`src/sbc_ctrl_cfg.svh`:
```
/*
 * Constants of the watchdog and bus mode control register bank: SPI frame
 * layout, register addresses, field positions, reset, restart and fail-safe
 * values.
 * Assumes a 16-bit SPI frame sent LSB first and an SBC state machine
 * outside that reports mode entries as one-cycle pulses.
 */
`ifndef SBC_CTRL_CFG_SVH
`define SBC_CTRL_CFG_SVH

// ============================================================================
// SPI frame
// ============================================================================
`define FRAME_LEN        16
`define FRAME_CNT_W      5
`define FRAME_ADDR_MSB   6
`define FRAME_WRITE_BIT  7
`define FRAME_DATA_LSB   8
`define FRAME_DATA_MSB   15

// ============================================================================
// Register addresses
// ============================================================================
`define ADDR_WATCHDOG    7'h03
`define ADDR_BUS_A       7'h04
`define ADDR_BUS_B       7'h05

// ============================================================================
// Watchdog control register
// ============================================================================
`define WD_CHECKSUM_BIT  7
`define WD_STOP_DIS_BIT  6
`define WD_TYPE_BIT      5
`define WD_BUS_WAKE_BIT  4
`define WD_PERIOD_MSB    2
`define WD_WRITE_MASK    8'hF7
`define WD_POR_VALUE     8'h14
`define WD_RESTART_LOW   4'h4

// ============================================================================
// Bus transceiver control register A
// ============================================================================
`define BUSA_FLASH_BIT   7
`define BUSA_SLOPE_BIT   6
`define BUSA_TXD_TO_BIT  5
`define BUSA_LIN_MSB     4
`define BUSA_LIN_LSB     3
`define BUSA_SWK_BIT     2
`define BUSA_CAN_MSB     1
`define BUSA_POR_VALUE   8'h20

// ============================================================================
// Bus transceiver control register B
// ============================================================================
`define BUSB_PEAK_BIT    5
`define BUSB_LIN_MSB     1
`define BUSB_WRITE_MASK  8'h23
`define BUSB_POR_VALUE   8'h00
`define BUSB_FS_VALUE    8'h01

// ============================================================================
// Transceiver mode codes
// ============================================================================
`define TRX_WAKE         2'h1
`define TRX_RX_ONLY      2'h2
`define TRX_NORMAL       2'h3

`endif

```
`src/sbc_ctrl_pkg.sv`:
```
/*
 * Types shared by the SPI frame shifter and the control register bank.
 * Assumes the constants header is compiled alongside.
 */
package sbc_ctrl_pkg;

	// SBC operating mode as reported by the state machine outside.
	typedef enum logic [3:0]
	{
		SBC_INIT   = 4'h1,
		SBC_NORMAL = 4'h2,
		SBC_STOP   = 4'h4,
		SBC_OTHER  = 4'h8
	} sbc_mode_t;

	// Frame receiver state.
	typedef enum logic [1:0]
	{
		FRM_IDLE  = 2'h1,
		FRM_SHIFT = 2'h2
	} frame_state_t;

	typedef logic [1:0] trx_mode_t;

endpackage

```
`src/spi_frame_shifter.sv`:
```
/*
 * SPI slave frame shifter: synchronises the SPI pins, shifts a 16-bit frame
 * in LSB first on rising clock edges and out on falling edges.
 * Assumes SPI mode 0 and a serial clock well below a quarter of the system
 * clock, so every pin edge is seen after synchronisation.
 */
`timescale 1ns/100ps
`default_nettype none
`include "sbc_ctrl_cfg.svh"

module spi_frame_shifter
(
	// Clock and reset.
	input  wire logic                       clk_i,
	input  wire logic                       rst_i,
	// SPI pins.
	input  wire logic                       sclk_i,
	input  wire logic                       sdi_i,
	input  wire logic                       cs_n_i,
	output logic                            sdo_o,
	// Frame side.
	input  wire logic [`FRAME_LEN-1:0]      tx_word_i,
	output logic [`FRAME_LEN-1:0]           frame_o,
	output logic                            frame_valid_o
);

	sbc_ctrl_pkg::frame_state_t state_reg, state_next;
	logic [2:0]                 sync1_reg, sync2_reg, sync3_reg;
	logic [`FRAME_LEN-1:0]      rx_reg, rx_next, tx_reg, tx_next;
	logic [`FRAME_CNT_W-1:0]    cnt_reg, cnt_next;
	logic                       sdo_reg, sdo_next, valid_reg, valid_next;
	logic                       sclk_rise, sclk_fall, cs_fall, cs_rise;

	// ========================================================================
	// Pin synchronisers: bit 0 clock, bit 1 data, bit 2 chip select.
	// ========================================================================
	always_ff @(posedge clk_i or posedge rst_i)
	begin
		if (rst_i)
		begin
			sync1_reg <= 3'h4;
			sync2_reg <= 3'h4;
			sync3_reg <= 3'h4;
		end
		else
		begin
			sync1_reg <= {cs_n_i, sdi_i, sclk_i};
			sync2_reg <= sync1_reg;
			sync3_reg <= sync2_reg;
		end
	end

	assign sclk_rise = sync2_reg[0] & ~sync3_reg[0];
	assign sclk_fall = ~sync2_reg[0] & sync3_reg[0];
	assign cs_fall   = ~sync2_reg[2] & sync3_reg[2];
	assign cs_rise   = sync2_reg[2] & ~sync3_reg[2];

	// ========================================================================
	// Frame shifting.
	// ========================================================================
	always_comb
	begin
		state_next = state_reg;
		rx_next    = rx_reg;
		tx_next    = tx_reg;
		cnt_next   = cnt_reg;
		sdo_next   = sdo_reg;
		valid_next = 1'b0;
		case (state_reg)
			sbc_ctrl_pkg::FRM_IDLE:
			begin
				sdo_next = 1'b0;
				if (cs_fall)
				begin
					state_next = sbc_ctrl_pkg::FRM_SHIFT;
					tx_next    = tx_word_i;
					sdo_next   = tx_word_i[0];
					cnt_next   = '0;
				end
			end
			sbc_ctrl_pkg::FRM_SHIFT:
			begin
				if (cs_rise)
				begin
					state_next = sbc_ctrl_pkg::FRM_IDLE;
					valid_next = (cnt_reg == `FRAME_CNT_W'(`FRAME_LEN));
					sdo_next   = 1'b0;
				end
				else if (sclk_rise)
				begin
					rx_next = {sync2_reg[1], rx_reg[`FRAME_LEN-1:1]};
					if (cnt_reg <= `FRAME_CNT_W'(`FRAME_LEN))
						cnt_next = cnt_reg + 1'b1;
				end
				else if (sclk_fall)
				begin
					tx_next  = {1'b0, tx_reg[`FRAME_LEN-1:1]};
					sdo_next = tx_reg[1];
				end
			end
			default:
				state_next = sbc_ctrl_pkg::FRM_IDLE;
		endcase
	end

	always_ff @(posedge clk_i or posedge rst_i)
	begin
		if (rst_i)
		begin
			state_reg <= sbc_ctrl_pkg::FRM_IDLE;
			rx_reg    <= '0;
			tx_reg    <= '0;
			cnt_reg   <= '0;
			sdo_reg   <= 1'b0;
			valid_reg <= 1'b0;
		end
		else
		begin
			state_reg <= state_next;
			rx_reg    <= rx_next;
			tx_reg    <= tx_next;
			cnt_reg   <= cnt_next;
			sdo_reg   <= sdo_next;
			valid_reg <= valid_next;
		end
	end

	assign sdo_o         = sdo_reg;
	assign frame_o       = rx_reg;
	assign frame_valid_o = valid_reg;

endmodule
`default_nettype wire

```
`src/sbc_bus_mode_regs.sv`:
```
/*
 * Watchdog control and bus transceiver control registers of the system
 * basis chip, reached over the 16-bit SPI, with the automatic mode changes
 * on Sleep, restart, fail-safe and soft reset; Stop entry changes nothing.
 * Assumes the SBC state machine drives the event pulses and the mode code
 * on the same clock, and that the watchdog and transceiver logic consume
 * the field outputs.
 */
`timescale 1ns/100ps
`default_nettype none
`include "sbc_ctrl_cfg.svh"

module sbc_bus_mode_regs
(
	// Clock and reset.
	input  wire logic                    REF_CLK_I,
	input  wire logic                    RST_I,
	// SPI pins.
	input  wire logic                    SCLK_I,
	input  wire logic                    SDI_I,
	input  wire logic                    SERIAL_CHIP_SELECT_N_I,
	output logic                         SDO_O,
	// SBC state machine.
	input  wire sbc_ctrl_pkg::sbc_mode_t SBC_MODE_I,
	input  wire logic                    SYSTEM_ERROR_FLAG_I,
	input  wire logic                    SLEEP_ENTRY_I,
	input  wire logic                    STOP_ENTRY_I,
	input  wire logic                    RESTART_ENTRY_I,
	input  wire logic                    FAILSAFE_ENTRY_I,
	input  wire logic                    SOFT_RESET_I,
	// Transceiver modes chosen by the cause of a restart.
	input  wire logic [1:0]              RESTART_FIRST_LIN_I,
	input  wire logic [1:0]              RESTART_CAN_I,
	input  wire logic [1:0]              RESTART_SECOND_LIN_I,
	// Hardware updates of the device-writable fields.
	input  wire logic                    TRX_UPDATE_I,
	input  wire logic [1:0]              TRX_FIRST_LIN_I,
	input  wire logic [1:0]              TRX_CAN_I,
	input  wire logic [1:0]              TRX_SECOND_LIN_I,
	input  wire logic                    WD_UPDATE_I,
	input  wire logic                    WD_STOP_DISABLE_I,
	input  wire logic [2:0]              WD_PERIOD_I,
	// Watchdog settings.
	output logic                         WATCHDOG_STOP_DISABLE_LO_O,
	output logic                         WATCHDOG_TYPE_SELECT_O,
	output logic                         WATCHDOG_START_ON_BUS_WAKE_O,
	output logic [2:0]                   WATCHDOG_PERIOD_SELECT_O,
	output logic                         WATCHDOG_CHECKSUM_OK_O,
	// Bus transceiver settings.
	output logic                         LIN_FLASH_MODE_O,
	output logic                         LIN_LOW_SLOPE_SELECT_O,
	output logic                         LIN_TRANSMIT_TIMEOUT_ENABLE_O,
	output logic [1:0]                   FIRST_LIN_MODE_O,
	output logic                         SELECTIVE_WAKE_O,
	output logic [1:0]                   CAN_MODE_O,
	output logic                         SUPPLY_PEAK_THRESHOLD_SELECT_O,
	output logic [1:0]                   SECOND_LIN_MODE_O,
	// Request to restore the external wake register defaults.
	output logic                         FAILSAFE_WAKE_DEFAULTS_O
);

	logic [`FRAME_LEN-1:0] frame;
	logic                  frame_valid;
	logic [6:0]            addr;
	logic                  write_en;
	logic [7:0]            wdata, rdata;
	logic                  peak_writable;

	logic [7:0]            wd_reg, wd_next;
	logic [7:0]            bus_a_reg, bus_a_next;
	logic [7:0]            bus_b_reg, bus_b_next;
	logic [`FRAME_LEN-1:0] tx_reg, tx_next;
	logic                  chk_reg, chk_next;
	logic                  wake_def_reg, wake_def_next;

	// ========================================================================
	// SPI frame shifter.
	// ========================================================================
	spi_frame_shifter u_shifter
	(
		.clk_i         (REF_CLK_I),
		.rst_i         (RST_I),
		.sclk_i        (SCLK_I),
		.sdi_i         (SDI_I),
		.cs_n_i        (SERIAL_CHIP_SELECT_N_I),
		.sdo_o         (SDO_O),
		.tx_word_i     (tx_reg),
		.frame_o       (frame),
		.frame_valid_o (frame_valid)
	);

	assign addr     = frame[`FRAME_ADDR_MSB:0];
	assign write_en = frame_valid & frame[`FRAME_WRITE_BIT];
	assign wdata    = frame[`FRAME_DATA_MSB:`FRAME_DATA_LSB];
	assign peak_writable = (SBC_MODE_I == sbc_ctrl_pkg::SBC_INIT) |
		(SBC_MODE_I == sbc_ctrl_pkg::SBC_NORMAL);

	// Read data of the addressed register before any write in this frame.
	always_comb
	begin
		case (addr)
			`ADDR_WATCHDOG: rdata = wd_reg;
			`ADDR_BUS_A:    rdata = bus_a_reg;
			`ADDR_BUS_B:    rdata = bus_b_reg;
			default:        rdata = 8'h00;
		endcase
	end

	// ========================================================================
	// Register next values, lowest priority first.
	// ========================================================================
	always_comb
	begin
		wd_next       = wd_reg;
		bus_a_next    = bus_a_reg;
		bus_b_next    = bus_b_reg;
		tx_next       = tx_reg;
		wake_def_next = 1'b0;

		// Frames commit only when chip select returns high.
		if (frame_valid)
			tx_next = {rdata, 8'h00};
		if (write_en)
		begin
			case (addr)
				`ADDR_WATCHDOG:
					wd_next = wdata & `WD_WRITE_MASK;
				`ADDR_BUS_A:
					bus_a_next = wdata;
				`ADDR_BUS_B:
				begin
					bus_b_next = wdata & `BUSB_WRITE_MASK;
					if (!peak_writable)
						bus_b_next[`BUSB_PEAK_BIT] =
							bus_b_reg[`BUSB_PEAK_BIT];
				end
				default:
					bus_b_next = bus_b_reg;
			endcase
		end

		// Hardware updates never touch the selective wake bit.
		if (TRX_UPDATE_I)
		begin
			bus_a_next[`BUSA_LIN_MSB:`BUSA_LIN_LSB] = TRX_FIRST_LIN_I;
			bus_a_next[`BUSA_CAN_MSB:0] = TRX_CAN_I;
			bus_b_next[`BUSB_LIN_MSB:0] = TRX_SECOND_LIN_I;
		end
		if (WD_UPDATE_I)
		begin
			wd_next[`WD_STOP_DIS_BIT] = WD_STOP_DISABLE_I;
			wd_next[`WD_PERIOD_MSB:0] = WD_PERIOD_I;
		end

		// Stop entry leaves receive only in place, so only Sleep acts.
		if (SLEEP_ENTRY_I && !SYSTEM_ERROR_FLAG_I)
		begin
			if ((bus_a_reg[`BUSA_CAN_MSB:0] == `TRX_NORMAL) ||
				(bus_a_reg[`BUSA_CAN_MSB:0] == `TRX_RX_ONLY))
				bus_a_next[`BUSA_CAN_MSB:0] = `TRX_WAKE;
		end

		if (RESTART_ENTRY_I)
		begin
			wd_next = {wd_reg[`WD_CHECKSUM_BIT], 1'b0,
				wd_reg[`WD_TYPE_BIT:`WD_BUS_WAKE_BIT],
				`WD_RESTART_LOW};
			bus_a_next = {bus_a_reg[`BUSA_FLASH_BIT:`BUSA_TXD_TO_BIT],
				RESTART_FIRST_LIN_I, bus_a_reg[`BUSA_SWK_BIT],
				RESTART_CAN_I};
			bus_b_next = `BUSB_POR_VALUE;
			bus_b_next[`BUSB_PEAK_BIT] = bus_b_reg[`BUSB_PEAK_BIT];
			bus_b_next[`BUSB_LIN_MSB:0] = RESTART_SECOND_LIN_I;
		end

		// Fail-safe leaves the wake sources armed.
		if (FAILSAFE_ENTRY_I)
		begin
			bus_a_next = {bus_a_reg[`BUSA_FLASH_BIT:`BUSA_TXD_TO_BIT],
				`TRX_WAKE, bus_a_reg[`BUSA_SWK_BIT], `TRX_WAKE};
			bus_b_next    = `BUSB_FS_VALUE;
			wake_def_next = 1'b1;
		end

		if (SOFT_RESET_I)
		begin
			wd_next    = `WD_POR_VALUE;
			bus_a_next = `BUSA_POR_VALUE;
			bus_b_next = `BUSB_POR_VALUE;
		end

		// The top bit only serves as a parity check on the settings.
		chk_next = ~^wd_next;
	end

	always_ff @(posedge REF_CLK_I or posedge RST_I)
	begin
		if (RST_I)
		begin
			wd_reg       <= `WD_POR_VALUE;
			bus_a_reg    <= `BUSA_POR_VALUE;
			bus_b_reg    <= `BUSB_POR_VALUE;
			tx_reg       <= '0;
			chk_reg      <= ~^`WD_POR_VALUE;
			wake_def_reg <= 1'b0;
		end
		else
		begin
			wd_reg       <= wd_next;
			bus_a_reg    <= bus_a_next;
			bus_b_reg    <= bus_b_next;
			tx_reg       <= tx_next;
			chk_reg      <= chk_next;
			wake_def_reg <= wake_def_next;
		end
	end

	// ========================================================================
	// Field outputs, taken straight from the registers.
	// ========================================================================
	assign WATCHDOG_STOP_DISABLE_LO_O     = wd_reg[`WD_STOP_DIS_BIT];
	assign WATCHDOG_TYPE_SELECT_O         = wd_reg[`WD_TYPE_BIT];
	assign WATCHDOG_START_ON_BUS_WAKE_O   = wd_reg[`WD_BUS_WAKE_BIT];
	assign WATCHDOG_PERIOD_SELECT_O       = wd_reg[`WD_PERIOD_MSB:0];
	assign WATCHDOG_CHECKSUM_OK_O         = chk_reg;
	assign LIN_FLASH_MODE_O               = bus_a_reg[`BUSA_FLASH_BIT];
	assign LIN_LOW_SLOPE_SELECT_O         = bus_a_reg[`BUSA_SLOPE_BIT];
	assign LIN_TRANSMIT_TIMEOUT_ENABLE_O  = bus_a_reg[`BUSA_TXD_TO_BIT];
	assign FIRST_LIN_MODE_O = bus_a_reg[`BUSA_LIN_MSB:`BUSA_LIN_LSB];
	assign SELECTIVE_WAKE_O               = bus_a_reg[`BUSA_SWK_BIT];
	assign CAN_MODE_O                     = bus_a_reg[`BUSA_CAN_MSB:0];
	assign SUPPLY_PEAK_THRESHOLD_SELECT_O = bus_b_reg[`BUSB_PEAK_BIT];
	assign SECOND_LIN_MODE_O              = bus_b_reg[`BUSB_LIN_MSB:0];
	assign FAILSAFE_WAKE_DEFAULTS_O       = wake_def_reg;

endmodule
`default_nettype wire

```
`config.mk`:
```
export PLATFORM = sky130hd
export DESIGN_NAME = sbc_bus_mode_regs
export DESIGN_NICKNAME = d
export VERILOG_FILES = /design/src/sbc_ctrl_pkg.sv /design/src/spi_frame_shifter.sv /design/src/sbc_bus_mode_regs.sv
export VERILOG_INCLUDE_DIRS = /design/src
export SDC_FILE = /design/constraint.sdc
export NUM_CORES = 1
export LEC_CHECK = 0
export BUFFER_PORTS_ARGS = -buffer_cell sky130_fd_sc_hd__buf_4
export CORE_ASPECT_RATIO = 1.1
export CORE_MARGIN = 4
export CORE_UTILIZATION = 49
export DETAILED_ROUTE_END_ITERATION = 10
export PLACE_DENSITY = 0.68
export SLEW_MARGIN = 0
export SYNTH_ARGS = -nofsm -noshare
export SYNTH_HDL_FRONTEND = slang
export SYNTH_SLANG_ARGS = --single-unit
```
`constraint.sdc`:
```
create_clock -name REF_CLK_I -period 5.79 [get_ports REF_CLK_I]
set_input_delay 0.2895 -clock REF_CLK_I [delete_from_list [all_inputs] [get_ports REF_CLK_I]]
set_output_delay 0.2895 -clock REF_CLK_I [all_outputs]
set_load 0.005 [all_outputs]
```
==> metrics.md, run 1 <==
| Metric | Value |
|---|---|
| Fill count | 631 |
| Iter 0 DRT Violations | 120 |
| Fraction of the mapped netlist area in adder cells | 0.0135 |
| Synthesized netlist cell count | 342 |
| CTS buffer count | 9 |
| First-pass GRT wire length | 13200 µm |
| Largest register FFs | 16 |
| RD Place Congestion | 0.821 |
| Worst rel slew slack | 0.368 |
| Setup violators final | 0 |
| Most frequent cells in the layout | 69 x dfrtp_1, 52 x buf_4, 42 x nor2_1 |
| Post-synthesis sequential area ratio | 0.522 |
| CP top delay family | simple AND/OR/NAND/NOR gates |
| Met2 GRT Util | 0.309 |
| DRC | 0 |
| Crit path time final | 2.84 ns |
| Worst VDD drop | 138 µV |
| CP Data Arrival Time | 3.05 ns |
| Post-synthesis register bit count | 77 |
| Row cnt | 33 |
| Async SR Flop Fraction | 1.00 |
| Setup Buffers After CTS | 0 |
| Final Hold Viols | 0 |
| Grt met3 use | 0.0295 |
| Leak | 2.00 nW |
| Root buffer cell | clkbuf_8 |
| Fmax achieved | 0.352 GHz |
| Crit Reg-Reg Startpoint | u_shifter.state_reg[0]$_DFFE_PP1P_ |
| WL final | 7840 µm |
| Critical R2R Capture | u_shifter.tx_reg[12]$_DFFE_PP0P_ |
| Die Width | 91.0 µm |
| Die extent in y | 99.3 µm |
| Largest family of logic cells by synthesized area | simple AND/OR/NAND/NOR gates |
| Htree depth | 3 |
| CP peak stage delay | 0.64 ns |
| Top-level port count | 53 |
| Hold/Removal Path Class | in2reg |
| Port bufs | 51 |
| Predominant post-synthesis flop cell | dfrtp_1 |
| Via count | 2678 |
| Clock Tree Buf Depth | 2 |
| Share of post-route cells with drive strength above 1 | 0.258 |
| Post-synth EDFFs | 0 |
| Post-layout nets | 424 |
| CORE AREA | 7430 µm² |
| Setup TNS | 0 ns |
| R2R Setup Slk | 2.95 ns |
| Reg2Reg Depth | 7 |
| Multi-input logic area | 1640 µm² |
| Met1 usage | 0.237 |
| Clock skew after layout | 0.00771 ns |
| Yosys warns | 0 |
| Avg Inst Size Synth | 10.9 µm² |
| Register area | 1940 µm² |
| Design area | 4380 µm² |
| Top Usage Layer GRT | met2 |
| Post-synthesis mux area share | 0.133 |
| Status | finished, final reports clean |
| ANT nets after route | 0 |
| Synth Net Count | 379 |
| CTS resizes | 0 |
| Cts-stage hold buffer count | 0 |
| Initial antenna violation count | 0 |
| Vias per cell | 5.59 |
| Largest net degree at the start of global routing | 78 |
| Vias in the first global route | 2669 |
| Compound-gate portion of the synthesized area | 0.119 |
| CP max FO | 15 |
| Synth area leaders | dfrtp_1 47%, mux2i_1 8.1%, dfstp_2 5.7% |
| Synth area leader | dfrtp_1 |
| RSZ-0062 raised after global routing | false |
| Hold Path Depth | 1 |
| Total track usage | 0.183 |
| Area grow syn2layout | 18.0% |
| Initial Utilization | 0.499 |
| CP most frequent cell | nand2_1 |
| Setup CP Type | reg2reg |
| Most common cell after layout, fill and taps aside | dfrtp_1 |
| Placed Area | 4120 µm² |
| Clock latency at the later pin of the worst-skew pair | 0.35 ns |
| Grt ovf | 0 |
| Pwr/cell area | 296 nW/µm² |
| CTS tree | done |
| Count of pins over their slew limit | 0 |
| Synth unique cells | 52 |
| DP HPWL | 5710 µm |
| Cell Area, Synth | 3710 µm² |
| Post-Synth XOR/XNOR Area | 0.0310 |
| Ordered cell list for the critical path | inv_1, ha_1, and3b_1, a211oi_1, nand2_1, nand2_1, o21ai_0 |
| Drt wl/cell | 16.4 µm |
| Slew at the pin with the worst max-slew slack | 0.948 ns |
| Worst EP required | 6.00 ns |
| Clk slew on worst S/H paths | 0.08 ns |
| Initial DRT Pass Iterations | 4 |
| Crit. End Element | flip-flop |
| CP startpoint kind | flip-flop |
| Die area | 9030 µm² |
| Hold wc startpoint | SDI_I |
| Max cap viols | 0 |
| Yosys top cell area share | 0.465 |
| Worst Hold Path EP | u_shifter.sync1_reg[1]$_DFF_PP0_ |
| Worst Path Buf+Inv | 1 |
| Simple-gate share of the synthesized area | 0.145 |
| Period utilization | 0.490 |
| CP max stage cell | a211oi_1 |
| Number of diodes | 0 |
| CTS Sinks | 77 |
==> routing by layer <==
layer / share of wire / vias up
met2: 0.50 / 59
met4: 0.016 / 0
met1: 0.44 / 1316
li1: - / 1291
met3: 0.039 / 12
met5: 0 / -
==> report_power, final <==
group | leakage (nW) | internal, mW | total [mW] | switching [mW]
sequential | 1.02 | 0.563 | 0.583 | 0.0201
clock | 0.130 | 0.322 | 0.510 | 0.188
combinational | 0.847 | 0.0774 | 0.203 | 0.125
total | 2.00 | 0.962 | 1.30 | 0.333
==> worst max path at each step <==
| stage | startpoint | end | slack [ns] | cells after the start |
|---|---|---|---|---|
| after floorplan | RST_I | FAILSAFE_WAKE_DEFAULTS_O$_DFF_PP0_ | 3.55 | 1 |
| after global placement | u_shifter.state_reg[0]$_DFFE_PP1P_ | u_shifter.tx_reg[15]$_DFFE_PP0P_ | 2.97 | 6 |
| after detailed placement | u_shifter.state_reg[0]$_DFFE_PP1P_ | u_shifter.tx_reg[15]$_DFFE_PP0P_ | 2.93 | 6 |
| after CTS | u_shifter.state_reg[0]$_DFFE_PP1P_ | u_shifter.tx_reg[15]$_DFFE_PP0P_ | 2.90 | 6 |
| after global routing | u_shifter.state_reg[0]$_DFFE_PP1P_ | u_shifter.tx_reg[8]$_DFFE_PP0P_ | 2.57 | 7 |
| final | u_shifter.state_reg[0]$_DFFE_PP1P_ | u_shifter.tx_reg[12]$_DFFE_PP0P_ | 2.95 | 7 |
==> through the flow <==
stage,power (mW),util,hold WS [ns],worst slack [ns],cells
2_1_floorplan,0.736,-,0.294,3.55,342
3_3_place_gp,0.794,0.554,0.337,2.97,463
3_5_place_dp,0.799,0.554,0.336,2.93,463
4_1_cts,1.31,0.589,0.0268,2.90,479
5_1_grt,1.36,0.589,0.0313,2.57,479
6_report,1.30,0.589,0.0432,2.95,479
==> Yosys cell counts, drive strengths merged (7+ instances only) <==
library cell and n:
nand2 25, buf 8, mux2 17, mux2i 30
o21ai 14, a21oi 19, nand2b 7, nor2 42
dfrtp 69, inv 12, dfstp 8, clkbuf 10
==> cell type report <==
class                   instances  area share
inverters                      12      0.0103
well taps                      87      0.0249
clock buffers                  13      0.0386
clock inverters                 3      0.0206
flip-flops and latches         77       0.442
multi-input cells             235       0.374
repair buffers                 52      0.0891
==> cells by family after synthesis <==
logic type	after synthesis
and+or+nand+nor	109
DFF	77
xor gates and xnor gates	10
muxes	47
adders and majority gates	4
buffers and inverters	30
AOI/OAI and AO/OA	65
Power figures use the tool's default switching activity.
==> run 2, diff against run 1 <==
PLACE_DENSITY = 0.71   (was 0.68)
clock period = 2.5 ns   (was 5.79 ns; I/O delays follow)
==> run 2 against run 1 <==
  * Critical path depth shrank 2
  * Global-route usage up 0.064 points
  * Register-to-register slack worse by 2.7 ns
  * Via count is 0.45% higher
  * Flip-flop and latch count did not move
  * Setup slack worse by 2.7 ns
  * Worst hold slack worse by 0.0042 ns
  * Clock-buffer cell count grew 1
  * Largest cell class unchanged
==> metrics.md, run 2 (synthesis results as in run 1) <==
| Metric | Value |
|---|---|
| Most frequent cells in the layout | 69 x dfrtp_1, 59 x buf_4, 42 x nor2_1 |
| DP HPWL | 5660 µm (-1.0%) |
| DRC | 0 (unchanged) |
| Hold/Removal Path Class | in2reg |
| Top-level port count | 53 (unchanged) |
| Worst EP required | 2.77 ns (-3.23 ns) |
| First-pass GRT wire length | 13100 µm (-0.68%) |
| Drt wl/cell | 15.8 µm (-3.5%) |
| Crit. End Element | flip-flop |
| Number of diodes | 0 (unchanged) |
| Root buffer cell | clkbuf_8 |
| Vias per cell | 5.47 (-2.2%) |
| CP Data Arrival Time | 2.54 ns (-0.51 ns) |
| Iter 0 DRT Violations | 122 (+1.7%) |
| Clock latency at the later pin of the worst-skew pair | 0.34 ns (about the same) |
| CTS resizes | 0 (unchanged) |
| Port bufs | 51 (unchanged) |
| Die extent in y | 99.3 µm (unchanged) |
| Vias in the first global route | 2669 (unchanged) |
| Htree depth | 3 (unchanged) |
| Final Hold Viols | 0 (unchanged) |
| Row cnt | 33 (unchanged) |
| Setup violators final | 0 (unchanged) |
| Pwr/cell area | 624 nW/µm² (+110%) |
| Leak | 2.03 nW (+1.5%) |
| Setup TNS | 0 ns (unchanged) |
| Area grow syn2layout | 19.4% |
| CTS tree | done |
| Worst rel slew slack | 0.629 (+0.261) |
| Fill count | 657 (+4.1%) |
| RD Place Congestion | 0.794 (-3.2%) |
| Period utilization | 0.909 (+0.419) |
| CP startpoint kind | flip-flop |
| CTS Sinks | 77 (unchanged) |
| Largest net degree at the start of global routing | 78 (unchanged) |
| Cts-stage hold buffer count | 5 (+5) |
| Ordered cell list for the critical path | or4_4, nor4_2, and3_1, nor2b_1, a211o_1 |
| Status | finished, final reports clean |
| Clock skew after layout | 0.0125 ns (+0.00482 ns) |
| ANT nets after route | 0 (unchanged) |
| Worst VDD drop | 369 µV (+170%) |
| Share of post-route cells with drive strength above 1 | 0.262 (+0.00408) |
| Grt ovf | 0 (unchanged) |
| RSZ-0062 raised after global routing | false |
| Max cap viols | 0 (unchanged) |
| Die Width | 91.0 µm (unchanged) |
| WL final | 7770 µm (-0.91%) |
| Initial Utilization | 0.499 (unchanged) |
| Count of pins over their slew limit | 0 (unchanged) |
| CTS buffer count | 9 (unchanged) |
| Post-layout nets | 437 (+3.1%) |
| Setup Buffers After CTS | 0 (unchanged) |
| Via count | 2690 (+0.45%) |
| Initial DRT Pass Iterations | 4 (unchanged) |
| Cell count after placement | 471 (+1.7%) |
| Clock Tree Buf Depth | 2 (unchanged) |
| Die area | 9030 µm² (unchanged) |
| CP max FO | 11 (-4) |
| CP max stage cell | or4_4 |
| Final non-filler cell total | 492 (+2.7%) |
| Largest register FFs | 16 (unchanged) |
| Crit path time final | 2.27 ns (-0.565 ns) |
| Clk slew on worst S/H paths | 0.08 ns (about the same) |
| Slew at the pin with the worst max-slew slack | 0.554 ns (-0.394 ns) |
| CP peak stage delay | 0.63 ns (about the same) |
| Fmax achieved | 0.440 GHz (+25%) |
| Initial antenna violation count | 0 (unchanged) |
| Most common cell after layout, fill and taps aside | dfrtp_1 |
| Total track usage | 0.184 (+0.000638) |
| CORE AREA | 7430 µm² (unchanged) |
| Setup CP Type | reg2reg |
[run 2: layout make-up]
| cell class | instances | area (µm²) | area share |
|---|---|---|---|
| sequential | 77 | 1940 | 0.437 |
| clock inverter | 2 | 35.0 | 0.00791 |
| clock buffer | 14 | 153 | 0.0345 |
| multi-input combinational | 235 | 1640 | 0.370 |
| inverter | 12 | 45.0 | 0.0102 |
| timing repair buffer | 65 | 513 | 0.116 |
| tap | 87 | 109 | 0.0246 |
[run 2: worst max-delay path: cells and delay by family, from the launching register on]
family / cells / cell delay (ns)
AO/OA/AOI/OAI: 1 / 0.27
flip-flops: 1 / 0.41
AND/OR/NAND/NOR: 4 / 1.52
[run 2: report_power, final]
part           internal [mW]  leakage [nW]  switching, mW  total [mW]
sequential              1.30          1.02         0.0479        1.35
combinational          0.208         0.913          0.298       0.506
clock                  0.489        0.0947          0.416       0.906
[run 2: final timing paths]
| path | startpoint | endpoint | slack (ns) | cells past startpoint |
|---|---|---|---|---|
| max | u_shifter.frame_o[3]$_DFFE_PP0P_ | bus_a_reg[5]$_DFFE_PP1P_ | 0.23 | 5 |
| max in group asynchronous | RST_I | bus_a_reg[5]$_DFFE_PP1P_ | 1.71 | 4 |
| max reg2reg | u_shifter.frame_o[3]$_DFFE_PP0P_ | bus_a_reg[5]$_DFFE_PP1P_ | 0.23 | 5 |
| min reg2reg | u_shifter.sync1_reg[0]$_DFF_PP0_ | u_shifter.sync2_reg[0]$_DFF_PP0_ | 0.33 | 0 |
| min in group asynchronous | RST_I | FAILSAFE_WAKE_DEFAULTS_O$_DFF_PP0_ | 0.41 | 4 |
| min | RESTART_CAN_I[1] | bus_a_reg[1]$_DFF_PP0_ | 0.04 | 3 |
[run 2: metal layers]
layer,track usage,vias up,wire length (µm)
met3,0.0325,9,259
met1,0.230,1314,3380
met4,0.0882,0,109
met5,0,-,0
li1,-,1318,-
met2,0.311,49,4020
[run 2: metrics by stage]
step / util / setup WS [ns] / power (mW) / instance area [µm²] / hold slack (ns)
final: 0.596 / 0.228 / 2.76 / 4430 / 0.0389
after global routing: 0.596 / 0.130 / 2.91 / 4430 / 0.0286
after CTS: 0.596 / 0.212 / 2.80 / 4430 / 0.0212
after detailed placement: 0.564 / 0.238 / 1.88 / 4190 / 0.236
after global placement: 0.564 / 0.264 / 1.87 / 4190 / 0.234
after floorplan: - / 0.294 / 1.71 / 3710 / 0.129
==> run 3, diff against run 2 <==
PLACE_DENSITY = 0.68   (was 0.71)
clock period = 2.4 ns   (was 2.5 ns; I/O delays follow)
==> run 3 against run 2 <==
  * Register-to-register slack lost 0.12 ns
  * Clock skew shrank 0.0061 ns
  * Critical endpoint is now bus_a_reg[1]$_DFF_PP0_
  * Sequential share of layout area is 0.23 points lower
  * Highest routed layer unchanged
  * Largest power group unchanged
  * Setup slack got worse by 0.12 ns
  * Global-route usage about the same
  * Sequential power grew 4%
  * Critical path depth increased by 1
  * First-iteration DRC count shrank 17%
  * Combinational power increased by 4%
  * Final cell count grew 0.20%
  * Critical path type unchanged
  * Total power up 4.5%
==> metrics.md, run 3 (synthesis results as in run 1) <==
| Metric | Value |
|---|---|
| Largest net degree at the start of global routing | 78 (unchanged) |
| Max cap viols | 0 (unchanged) |
| Final Hold Viols | 0 (unchanged) |
| CP Data Arrival Time | 2.54 ns (about the same) |
| CTS Sinks | 77 (unchanged) |
| Drt wl/cell | 15.9 µm (+0.56%) |
| Pwr/cell area | 649 nW/µm² (+4.0%) |
| ANT nets after route | 0 (unchanged) |
| Crit Reg-Reg Startpoint | u_shifter.frame_o[3]$_DFFE_PP0P_ |
| Setup violators final | 0 (unchanged) |
| Worst VDD drop | 570 µV (+55%) |
| CP max FO | 11 (unchanged) |
| Clock Tree Buf Depth | 2 (unchanged) |
| Die area | 9030 µm² (unchanged) |
| Iter 0 DRT Violations | 101 (-17%) |
| Vias in the first global route | 2775 (+4.0%) |
| Hold wc startpoint | RESTART_CAN_I[1] |
| CORE AREA | 7430 µm² (unchanged) |
| CP startpoint kind | flip-flop |
| Setup Buffers After CTS | 0 (unchanged) |
| Most common cell after layout, fill and taps aside | dfrtp_1 |
| Row cnt | 33 (unchanged) |
| Root buffer cell | clkbuf_8 |
| Count of pins over their slew limit | 0 (unchanged) |
| Ordered cell list for the critical path | or4_4, nor4_4, buf_4, mux2i_1, a211o_1, a211oi_1 |
| Crit. End Element | flip-flop |
| Vias per cell | 5.52 (+0.95%) |
| Initial Utilization | 0.499 (unchanged) |
| Area grow syn2layout | 20.0% |
| Total power | 2.89 mW (+4.5%) |
| Top-level port count | 53 (unchanged) |
| Final core utilization | 0.599 (+0.00320) |
| Hold/Removal Path Class | in2reg |
| Leak | 2.04 nW (+0.15%) |
| Worst rel slew slack | 0.640 (+0.0106) |
| Number of diodes | 0 (unchanged) |
| Worst EP required | 2.64 ns (-0.13 ns) |
| Die extent in y | 99.3 µm (unchanged) |
| Via count | 2721 (+1.2%) |
| Post-layout nets | 438 (+0.23%) |
| Clk slew on worst S/H paths | 0.07 ns (about the same) |
| CP peak stage delay | 0.64 ns (about the same) |
| CTS tree | done |
| WL final | 7820 µm (+0.76%) |
| Grt ovf | 0 (unchanged) |
| Most frequent cells in the layout | 69 x dfrtp_1, 60 x buf_4, 42 x nor2_1 |
| Die Width | 91.0 µm (unchanged) |
| CTS buffer count | 9 (unchanged) |
| Port bufs | 51 (unchanged) |
| DP HPWL | 5750 µm (+1.6%) |
| Setup WS pre-CTS | 0.0816 ns (-0.157 ns) |
| Initial DRT Pass Iterations | 4 (unchanged) |
| Status | finished, final reports clean |
| Clock latency at the later pin of the worst-skew pair | 0.34 ns (about the same) |
| Crit path time final | 2.30 ns (+0.0232 ns) |
| DRC | 0 (unchanged) |
| Critical path startpoint | u_shifter.frame_o[3]$_DFFE_PP0P_ |
| Period utilization | 0.957 (+0.0475) |
| RD Place Congestion | 0.897 (+13%) |
| Worst setup margin | 0.104 ns (-0.123 ns) |
| Worst Path Buf+Inv | 1 (+1) |
| CP top delay family | simple AND/OR/NAND/NOR gates |
| Htree depth | 3 (unchanged) |
| Setup CP Type | reg2reg |
| Initial antenna violation count | 0 (unchanged) |
| Total track usage | 0.184 (+0.000441) |
| Slew at the pin with the worst max-slew slack | 0.538 ns (-0.0158 ns) |
| Largest register FFs | 16 (unchanged) |
| Clock skew after layout | 0.00646 ns (-0.00607 ns) |
| Fmax achieved | 0.436 GHz (-1.0%) |
| Worst hold slack | 0.0608 ns (+0.0219 ns) |
| Share of post-route cells with drive strength above 1 | 0.266 (+0.00428) |
| First-pass GRT wire length | 13300 µm (+1.7%) |
| CP max stage cell | or4_4 |
==> run 3: cell types whose count changed in the layout (fill, tap and decap cells not counted) <==
cell,before,now
clkinvlp_4,0,1
clkinv_2,1,0
buf_4,59,60
clkbuf_1,4,3
nor4_4,0,1
clkinv_4,0,1
nor4_2,2,1
==> run 3: where the power goes <==
part           switching [mW]  total (mW)  internal [mW]
Combinational           0.310       0.526          0.216
Clock                   0.443       0.955          0.512
Sequential             0.0508        1.41           1.36
==> run 3: per-stage QoR <==
step | instances | instance area (µm²) | setup TNS, ns
3_3_place_gp | 472 | 4200 | 0
2_1_floorplan | 342 | 3710 | 0
6_report | 493 | 4450 | 0
5_1_grt | 493 | 4450 | -0.0180
4_1_cts | 493 | 4450 | 0
3_5_place_dp | 472 | 4200 | 0
==> run 3: final cells by class <==
cell class	instances	area [µm²]
repair buffers	66	520
flip-flops and latches	77	1940
clock buffers	13	149
clock inverters	3	46.3
fillers	633	2980
multi-input cells	235	1650
inverters	12	45.0
well taps	87	109
==> run 3: final timing paths <==
path | cells after the start | to | slack [ns]
max reg2reg | 6 | bus_a_reg[1]$_DFF_PP0_ | 0.10
max in group asynchronous | 4 | bus_a_reg[5]$_DFFE_PP1P_ | 1.63
min in group asynchronous | 4 | u_shifter.sync2_reg[0]$_DFF_PP0_ | 0.43
min reg2reg | 0 | u_shifter.sync2_reg[1]$_DFF_PP0_ | 0.36
min | 3 | bus_a_reg[1]$_DFF_PP0_ | 0.06
max | 6 | bus_a_reg[1]$_DFF_PP0_ | 0.10
==> run 3: worst register-to-register path, cell delays in order (launching register included) <==
cell	delay (ns)
dfrtp_1	0.41
or4_4	0.64
nor4_4	0.38
buf_4	0.18
mux2i_1	0.07
a211o_1	0.29
a211oi_1	0.22
==> run 3: per-layer routing <==
metal  GRT usage  wire length (µm)  vias to the layer above
li1            -                 -                     1326
met4      0.0476                68                        0
met3      0.0477               262                        6
met1       0.236              3490                     1343
met5           0                 0                        -
met2       0.313              4010                       46
==> run 3: timing repair <==
item | in CTS | in global routing
resized for setup | 0 | 1
setup endpoints to repair | 0 | 1
hold buffers | 5 | 0
endpoints found under the hold margin | 73 | 0
